--- config.mk ---
export PLATFORM = sky130hd
export DESIGN_NAME = rsi_status
export DESIGN_NICKNAME = d
export VERILOG_FILES = /design/src/core/rsi_pkg.sv /design/src/core/rsi_status.sv /design/src/core/rsi_sync.sv
export VERILOG_INCLUDE_DIRS = /design/src /design/src/core
export SDC_FILE = /design/constraint.sdc
export NUM_CORES = 1
export LEC_CHECK = 0
export BUFFER_PORTS_ARGS = -buffer_cell sky130_fd_sc_hd__buf_2
export CORE_MARGIN = 2
export CORE_UTILIZATION = 30
export DETAILED_ROUTE_END_ITERATION = 10
export PLACE_DENSITY = 0.62
export RECOVER_POWER = 25
export REMOVE_ABC_BUFFERS = 1
export SLEW_MARGIN = 20
export SYNTH_ARGS = -nofsm -noshare
export SYNTH_HDL_FRONTEND = slang
export SYNTH_SLANG_ARGS = --single-unit
--- constraint.sdc ---
create_clock -name clk_sys_in -period 1.3 [get_ports clk_sys_in]
set_input_delay 0.195 -clock clk_sys_in [delete_from_list [all_inputs] [get_ports clk_sys_in]]
set_output_delay 0.195 -clock clk_sys_in [all_outputs]
set_load 0.03 [all_outputs]
--- src/core/rsi_defines.svh ---
`ifndef RSI_DEFINES_SVH
`define RSI_DEFINES_SVH

// Number of request inputs and shots.
`define RSI_NUM_REQ 5
`define RSI_NUM_SHOT 5
// Reset value of the one-hot request and shot indications.
`define RSI_ONEHOT_RST 5'h00
// Reset value of the last latched request index (none).
`define RSI_REQ_NONE 3'h0

`endif

--- src/core/rsi_pkg.sv ---
package rsi_pkg;

    // Operating modes of the reclosing sequencer as seen by the indication stage.
    typedef enum logic [2:0] {
        RSI_MODE_INHIBIT,
        RSI_MODE_READY,
        RSI_MODE_RUNNING,
        RSI_MODE_LOCKED,
        RSI_MODE_NOT_RUNNING
    } rsi_mode_type;

    // Timing phase that the sequencer currently counts.
    typedef enum logic [2:0] {
        RSI_PHASE_IDLE,
        RSI_PHASE_START,
        RSI_PHASE_DEAD,
        RSI_PHASE_ARCING,
        RSI_PHASE_RECLAIM,
        RSI_PHASE_LOCKOUT
    } rsi_phase_type;

endpackage

--- src/core/rsi_status.sv ---
`timescale 1ns/10ps
`include "rsi_defines.svh"

// Operation
// - Function-on shows whenever reclosing is enabled.
// - Function-off shows only when on/off input is used and inactive.
// - Breaker opened and timing to close: in-progress and dead-time both show.
// - Each request-active shows while a shot started by that request runs.
// - Running shows while the sequencer is in running mode; the code also requires the block not to be locked.
// - One shot-running flag per shot 1..5, set while that shot executes.
// - Sequence-finished shows after last-shot close until final trip or reclaim end.
// - Final-trip shows once the final trip command has been issued.
// - Arcing-time shows while the arcing timer counts.
// - Reclaim-time shows while the reclaim timer counts.
// - Ready shows whenever a sequence could start on a fault.
// - Fault during post-success lockout time: flag it, start nothing, go locked.
// - Inhibit shows while the sequencer is in inhibit mode; the code also requires the block not to be locked.
// - Locked shows while the sequencer is in locked mode.
// - Request one has highest priority, five lowest; higher overrides lower.
// - Critical request moves the block to locked at once.
// - Once locked, stay locked until manual reset.
module rsi_status #(
    parameter int NUM_REQ = `RSI_NUM_REQ,
    parameter int NUM_SHOT = `RSI_NUM_SHOT
) (
    input wire logic clk_sys_in,
    input wire logic rstn_in,
    input wire logic function_enable_in,
    input wire logic use_on_off_input_in,
    input wire logic on_off_pin_in,
    input wire rsi_pkg::rsi_mode_type seq_mode_in,
    input wire rsi_pkg::rsi_phase_type seq_phase_in,
    input wire logic breaker_open_in,
    input wire logic shot_start_in,
    input wire logic [2:0] shot_number_in,
    input wire logic priority_request_one_in,
    input wire logic priority_request_two_in,
    input wire logic priority_request_three_in,
    input wire logic priority_request_four_in,
    input wire logic priority_request_five_in,
    input wire logic last_shot_closed_in,
    input wire logic final_trip_cmd_in,
    input wire logic sequence_end_in,
    input wire logic fault_detected_in,
    input wire logic critical_request_in,
    input wire logic manual_reset_in,
    output logic reclose_function_on_out,
    output logic reclose_function_off_out,
    output logic reclose_in_progress_out,
    output logic dead_time_active_out,
    output logic [NUM_REQ-1:0] request_active_out,
    output logic running_out,
    output logic [NUM_SHOT-1:0] shot_running_out,
    output logic sequence_finished_out,
    output logic final_trip_issued_out,
    output logic arcing_time_active_out,
    output logic reclaim_time_active_out,
    output logic ready_out,
    output logic post_success_lockout_out,
    output logic operation_inhibited_out,
    output logic sequencer_locked_out
);
    import rsi_pkg::*;

    logic on_off_sync;
    logic [NUM_REQ-1:0] req_raw;
    logic [NUM_REQ-1:0] req_win;
    logic enabled;
    logic locked_r;
    logic lockout_hit;
    logic in_sequence;
    logic [NUM_REQ-1:0] req_latched_r;
    logic [NUM_SHOT-1:0] shot_latched_r;
    logic finished_r;
    logic final_trip_r;

    // Picks the lowest-numbered active bit, which is the highest priority.
    function automatic logic [NUM_REQ-1:0] pick_first(input logic [NUM_REQ-1:0] req);
        logic [NUM_REQ-1:0] res;
        res = '0;
        for (int i = NUM_REQ - 1; i >= 0; i--) begin
            if (req[i]) begin
                res = '0;
                res[i] = 1'b1;
            end
        end
        return res;
    endfunction

    // Converts a shot number 1..N into a one-hot flag; out of range gives none.
    function automatic logic [NUM_SHOT-1:0] shot_onehot(input logic [2:0] num);
        logic [NUM_SHOT-1:0] res;
        res = '0;
        for (int i = 0; i < NUM_SHOT; i++) begin
            if (num == 3'(i + 1)) begin
                res[i] = 1'b1;
            end
        end
        return res;
    endfunction

    // The on/off input is a device pin and so crosses into this clock.
    rsi_sync #(
        .WIDTH(1)
    ) u_on_off_sync (
        .clk_sys_in(clk_sys_in),
        .rstn_in(rstn_in),
        .async_in(on_off_pin_in),
        .sync_out(on_off_sync)
    );

    // Gather the request inputs and keep only the highest-priority one.
    assign req_raw = {priority_request_five_in, priority_request_four_in, priority_request_three_in,
                      priority_request_two_in, priority_request_one_in};
    assign req_win = pick_first(req_raw);

    // Enabled when the mode is on and, if the input is used, the input is active.
    assign enabled = function_enable_in && (!use_on_off_input_in || on_off_sync);

    // A fault while the lockout delay runs after a good sequence.
    assign lockout_hit = (seq_phase_in == RSI_PHASE_LOCKOUT) && fault_detected_in;

    // A sequence is live while the sequencer runs and the block is not locked.
    assign in_sequence = (seq_mode_in == RSI_MODE_RUNNING) && !locked_r;

    // Locking: critical request or post-success fault lock; only manual reset frees it.
    always_ff @(posedge clk_sys_in) begin
        if (!rstn_in) begin
            locked_r <= 1'b0;
        end else if (critical_request_in || lockout_hit) begin
            locked_r <= 1'b1;
        end else if (manual_reset_in) begin
            locked_r <= 1'b0;
        end
    end

    // Latch which request started the shot and which shot runs; cleared when the sequence ends.
    always_ff @(posedge clk_sys_in) begin
        if (!rstn_in) begin
            req_latched_r <= `RSI_ONEHOT_RST;
            shot_latched_r <= `RSI_ONEHOT_RST;
        end else if (!in_sequence || sequence_end_in || critical_request_in || lockout_hit) begin
            req_latched_r <= `RSI_ONEHOT_RST;
            shot_latched_r <= `RSI_ONEHOT_RST;
        end else if (shot_start_in && (req_win != '0)) begin
            req_latched_r <= req_win;
            shot_latched_r <= shot_onehot(shot_number_in);
        end
    end

    // Sequence-finished holds from last-shot close until final trip or reclaim end.
    always_ff @(posedge clk_sys_in) begin
        if (!rstn_in) begin
            finished_r <= 1'b0;
        end else if (last_shot_closed_in && in_sequence) begin
            finished_r <= 1'b1;
        end else if (final_trip_cmd_in || sequence_end_in || !in_sequence) begin
            finished_r <= 1'b0;
        end
    end

    // Final trip stays shown until manual reset clears it; a new trip wins over the reset.
    always_ff @(posedge clk_sys_in) begin
        if (!rstn_in) begin
            final_trip_r <= 1'b0;
        end else if (final_trip_cmd_in) begin
            final_trip_r <= 1'b1;
        end else if (manual_reset_in) begin
            final_trip_r <= 1'b0;
        end
    end

    // Enable indications.
    always_ff @(posedge clk_sys_in) begin
        if (!rstn_in) begin
            reclose_function_on_out <= 1'b0;
            reclose_function_off_out <= 1'b0;
        end else begin
            reclose_function_on_out <= enabled;
            reclose_function_off_out <= use_on_off_input_in && !on_off_sync;
        end
    end

    // Timing phase indications; dead time also means a reclose is in progress.
    always_ff @(posedge clk_sys_in) begin
        if (!rstn_in) begin
            reclose_in_progress_out <= 1'b0;
            dead_time_active_out <= 1'b0;
            arcing_time_active_out <= 1'b0;
            reclaim_time_active_out <= 1'b0;
        end else begin
            reclose_in_progress_out <= in_sequence && breaker_open_in
                                       && (seq_phase_in == RSI_PHASE_DEAD);
            dead_time_active_out <= in_sequence && breaker_open_in
                                    && (seq_phase_in == RSI_PHASE_DEAD);
            arcing_time_active_out <= seq_phase_in == RSI_PHASE_ARCING;
            reclaim_time_active_out <= seq_phase_in == RSI_PHASE_RECLAIM;
        end
    end

    // Shot and request indications; at most one of each by construction.
    always_ff @(posedge clk_sys_in) begin
        if (!rstn_in) begin
            request_active_out <= `RSI_ONEHOT_RST;
            shot_running_out <= `RSI_ONEHOT_RST;
            sequence_finished_out <= 1'b0;
            final_trip_issued_out <= 1'b0;
        end else begin
            request_active_out <= req_latched_r;
            shot_running_out <= shot_latched_r;
            sequence_finished_out <= finished_r;
            final_trip_issued_out <= final_trip_r;
        end
    end

    // Mode indications; the block's own lock overrides the sequencer's reported mode.
    always_ff @(posedge clk_sys_in) begin
        if (!rstn_in) begin
            running_out <= 1'b0;
            ready_out <= 1'b0;
            operation_inhibited_out <= 1'b0;
            sequencer_locked_out <= 1'b0;
            post_success_lockout_out <= 1'b0;
        end else begin
            running_out <= in_sequence;
            ready_out <= enabled && !locked_r && (seq_mode_in == RSI_MODE_READY)
                         && !critical_request_in;
            operation_inhibited_out <= (seq_mode_in == RSI_MODE_INHIBIT) && !locked_r;
            sequencer_locked_out <= locked_r || (seq_mode_in == RSI_MODE_LOCKED);
            if (lockout_hit) begin
                post_success_lockout_out <= 1'b1;
            end else if (manual_reset_in) begin
                post_success_lockout_out <= 1'b0;
            end
        end
    end

endmodule

--- src/core/rsi_sync.sv ---
`timescale 1ns/10ps

// Three-stage synchroniser; the output moves only when stages two and three agree.
module rsi_sync #(
    parameter int WIDTH = 1
) (
    input wire logic clk_sys_in,
    input wire logic rstn_in,
    input wire logic [WIDTH-1:0] async_in,
    output logic [WIDTH-1:0] sync_out
);

    logic [WIDTH-1:0] meta_r;
    logic [WIDTH-1:0] mid_r;
    logic [WIDTH-1:0] last_r;

    // Shift the raw level through three flops.
    always_ff @(posedge clk_sys_in) begin
        if (!rstn_in) begin
            meta_r <= '0;
            mid_r <= '0;
            last_r <= '0;
        end else begin
            meta_r <= async_in;
            mid_r <= meta_r;
            last_r <= mid_r;
        end
    end

    // Accept a new level per bit only when the second and third stages agree.
    always_ff @(posedge clk_sys_in) begin
        if (!rstn_in) begin
            sync_out <= '0;
        end else begin
            for (int i = 0; i < WIDTH; i++) begin
                if (mid_r[i] == last_r[i]) begin
                    sync_out[i] <= last_r[i];
                end
            end
        end
    end

endmodule

# Yosys cells after proc, flatten, opt, wreduce, memory -nomap -nowiden
# Index checks and enable logic that the tools add are counted.
# Widths: inputs -> output; s select.
# word_totals
ramBits,0
input_bits,27
latch_bits,0
output_inout_bits,23
reg_bits,39
elab_cells,85
rom_bits,0
mem_count,0
# classes
shift,0
n_lt_le_gt_ge,0
div,0
n_mul,0
n_bitwise,1
eq_ne,13
add_sub_neg,0
n_mux,16
reduce_logical,32
# op_table
operator,n
$mux 5,5
$eq 3x2->1 const B,6
$eq 3x3->1 const B,4
$logic_and 1x1->1,12
$mux 1,11
$logic_or 1x1->1,8
$reduce_bool 2->1,4
$eq 3x1->1 const B,2
$logic_not 1->1,5
$reduce_bool 5->1,1
$logic_not 3->1,1
$reduce_or 2->1,1
$eq 1x1->1,1
$not 1->1,1

# Logic depth before layout (Yosys ltp)
# depth
depth_word,7
depth_mapped,5
ltp_nobuf,3

# Cells and area by module
# A second synthesis with hierarchy kept.
# hier_totals
cells_unflattened,141
area_unflattened_um2,1466.4
# modules_own_cells
module,area_per_inst_um2,seq_area_each_um2,cells_per_inst,instances
rsi_status,1350.0,700.7,131,1
rsi_sync,116.4,80.1,10,1

# Worst setup path before layout
# OpenSTA, ideal clock, no wires.
# synth_path
kind,register to register
start,register locked_r
end,register req_latched_r[4]
slack_ns,0.104
synth_period_minus_slack_ns,1.196
stages_incl_launch_ff,4
t_arrival_ns,1.097
t_required_ns,1.200
setup_time_ns,0.100
path_buffers,0
cell_sequence,dfxtp_1 nor3b_2 nand4_2 a2111oi_4
# synth_between
elab_chain_len,7
# synth_lines
item,line_no,source
from (decl),rsi_status.sv:69,logic locked_r;
from (signal assigned),rsi_status.sv:129,locked_r <= 1'b0;
from (signal assigned),rsi_status.sv:131,locked_r <= 1'b1;
from (signal assigned),rsi_status.sv:133,locked_r <= 1'b0;
$logic_not 1->1,rsi_status.sv:124,assign in_sequence = (seq_mode_in == RSI_MODE_RUNNING) && !locked_r;
$logic_and 1x1->1,rsi_status.sv:124,
$logic_not 1->1,rsi_status.sv:142,end else if (!in_sequence || sequence_end_in || critical_request_in || lockout_hit) begin
$logic_or 1x1->1 (3 in series),rsi_status.sv:142,
$reduce_or 2->1 (no line),-,
to (signal assigned),rsi_status.sv:140,req_latched_r <= `RSI_ONEHOT_RST;
to (signal assigned),rsi_status.sv:143,req_latched_r <= `RSI_ONEHOT_RST;
to (signal assigned),rsi_status.sv:146,req_latched_r <= req_win;
to (decl),rsi_status.sv:72,logic [NUM_REQ-1:0] req_latched_r;
# No other way between the ends.
# A chain may end at the register's enable or synchronous reset.

# Final worst setup path
# layout_path
start,register locked_r
end,register req_latched_r[1]
# The elaborated chain is that of the path after synthesis.

==> results_dict.tcl <==
set metrics [dict create \
    status "finished, final reports clean" \
    clockBufferDepth 2 \
    start_util_pct 30.97 \
    tightestPinTransition_ns 0.2732 \
    hold_buffers 0 \
    yosysTopAreaCell "dfxtp_1" \
    die_y_um 73.83 \
    syn_inst 141 \
    async_reset_ff_share_pct 0 \
    synth_cell_types 32 \
    grt_pass1_vias 1044 \
    clkPwrFrac_pct 37.9 \
    irDropWorstVdd_uv 376.6 \
    crit_path_end_kind "register" \
    synth-edff-count 0 \
    ant_nets 0 \
    hold_viol 0 \
    synth_area_leaders "dfxtp_1 (53%), and2_1 (6.4%), nand3b_1 (4.6%)" \
    rows 25 \
    cts.sinks 39 \
    fmax_mhz 815.2 \
    rsz0062_at_grt "no" \
    layout-drive-gt1-share_pct 34.33 \
    n_antenna_cell 0 \
    combinationalPowerShare_pct 9.0 \
    crit_arrival_ns 1.41 \
    drv_cap 0 \
    met2_length_mm 1.188 \
    maxSlewHeadroom_pct 81.54 \
    clockRootBuffer "clkbuf_8" \
    clock_latency_ns 0.28 \
    die_area_um2 5450 \
    totalWireLength_mm 3.001 \
    routed.top_layer "met4" \
    gp_congestion 0.8008 \
    leakage_nw 0.8127 \
    synthTopCellsByCount "dfxtp_1 (39), and2_1 (15), nand2b_1 (9), nand3b_1 (9), nor2_1 (9)" \
    cts.repair.resized 0 \
    synth_warnings 0 \
    io_buffers 49 \
    num_vias 1209 \
    drc 0 \
    clkSlewWorstSetupHoldPaths_ns 0.07 \
    required_ns 1.48 \
    path_max_fanout 10 \
    clock_skew_ns 0.002107 \
    synth_area_um2 1463 \
    viasPerCell 4.511 \
    p_int_w 0.001788 \
    coreArea_um2 4723 \
    syn2layout_area_growth_pct 32.85 \
    grt_max_degree 18 \
    die_w_um 73.83 \
    yosys_most_used_dff "dfxtp_1" \
    cts_buffers 5 \
    yosysSeqAreaShare_pct 53.38 \
    cts_setup_buffers 0 \
    nets 227 \
    grt_usage_pct 11.48 \
    syn_area_per_cell_um2 10.37 \
    fin_crit_ns 1.227 \
    first_iter_violations 27 \
    worst-setup-path-type "register to register" \
    netlist.area_leader.share_pct 53.38 \
    wl_per_cell_um 11.20 \
    first_pass_iters 4 \
    p_seq_share_pct 53.1 \
    yosysMostFrequentCell "dfxtp_1" \
    h-tree-depth 2 \
    slew_violations 0 \
    hp-class "input pin to register" \
    cts_tree "built" \
    dp.cells 260 \
    fin_crit_sh_pct 94.36 \
    ios 50 \
    critPathLaunchType "register" \
    ys_ff_latch 39 \
    wl_met1_mm 1.510 \
    p_switching_w 0.0005103 \
    p_per_area_nw_per_um2 1183 \
    setup-tns-final_ns 0 \
    grt-ovfl-total 0 \
    wl_met3_um 252 \
    dp_hpwl_mm 2.232 \
    fin_cells 268 \
    switching_share_pct 22.20 \
    grt_pass1_wl_mm 4.705 \
    antenna_found_initial 0 \
    setup_viol 0 \
]
## worst max-delay path, cell delays in order, from the launching register on
cell and delay (ns):
dfxtp_1 0.34, nor3b_2 0.21, nand4_2 0.12, buf_4 0.19, a311oi_1 0.27
## registers in the layout, summed over array words and instances (netlist names), 5 cells and up
name / cells
req_latched_r: 5
request_active_out: 5
shot_latched_r: 5
shot_running_out: 5
## per-stage QoR
step / hold slack [ns] / utilization, % / power (W) / setup WS, ns / cell area (um^2)
final: 0.08931 / 41.14 / 0.002298 / 0.07326 / 1943
after global routing: 0.08551 / 41.14 / 0.002413 / 0.01217 / 1943
after CTS: 0.08116 / 41.17 / 0.002341 / 0.04330 / 1944
after detailed placement: 0.3841 / 39.05 / 0.001458 / -0.07573 / 1844
after global placement: 0.3898 / 39.05 / 0.001456 / -0.04794 / 1844
after floorplan: 0.2593 / - / 0.001331 / 0.1035 / 1435
## metal layers
metal / global-route usage, % / vias to the layer above
li1: - / 620
met1: 14.69 / 536
met2: 16.96 / 48
met3: 3.841 / 5
met4: 6.061 / 0
met5: 0 / -
## power by group through the flow
stage                     combinational, W  clock, W  sequential (W)
after floorplan                  0.0000612         0         0.00127
after global placement            0.000209         0         0.00125
after detailed placement          0.000209         0         0.00125
after CTS                         0.000210  0.000911         0.00122
after global routing              0.000226  0.000964         0.00122
final                             0.000206  0.000871         0.00122
## layout make-up
| class | count | area (um^2) |
|---|---|---|
| Clock buffer | 8 | 100.1 |
| Sequential cell | 39 | 780.7 |
| Fill cell | 480 | 2780 |
| Tap cell | 67 | 83.83 |
| Inverter | 6 | 22.52 |
| Multi-Input combinational cell | 90 | 631.9 |
| Timing Repair Buffer | 58 | 324.1 |
## logic make-up (layout without fill, tap and decap cells)
logic type / after synthesis / count (layout) / synth area share [%]
and+or+nand+nor: 65 / 65 / 29.60
DFF: 39 / 39 / 53.38
AOI/OAI and AO/OA: 24 / 24 / 12.92
buffers and inverters: 12 / 72 / 3.421
muxes: 1 / 1 / 0.6844
## cells in the final DEF, fill, tap and decap left out, types with 6 or more instances in the layout
cell and instances:
and2_0 6, clkbuf_8 7, inv_1 6, buf_4 8
dfxtp_1 39, nand2b_1 9, a311oi_1 6, nand2_1 6
buf_2 48, nand3b_1 9, and2_1 9, nor2_1 9
## path summary, 6_finish.rpt
path,start,end,slack [ns],depth (start not counted)
worst min register to register,u_on_off_sync.meta_r$_SDFF_PN0_,u_on_off_sync.mid_r$_SDFF_PN0_,0.45,1
worst max register to register,locked_r$_SDFFE_PN0P_,req_latched_r[1]$_SDFFE_PP0P_,0.07,4
worst min-delay path,critical_request_in,ready_out$_SDFF_PN0_,0.09,2
worst max-delay path,locked_r$_SDFFE_PN0P_,req_latched_r[1]$_SDFFE_PP0P_,0.07,4
No activity file was read; power rests on OpenSTA's default activity.
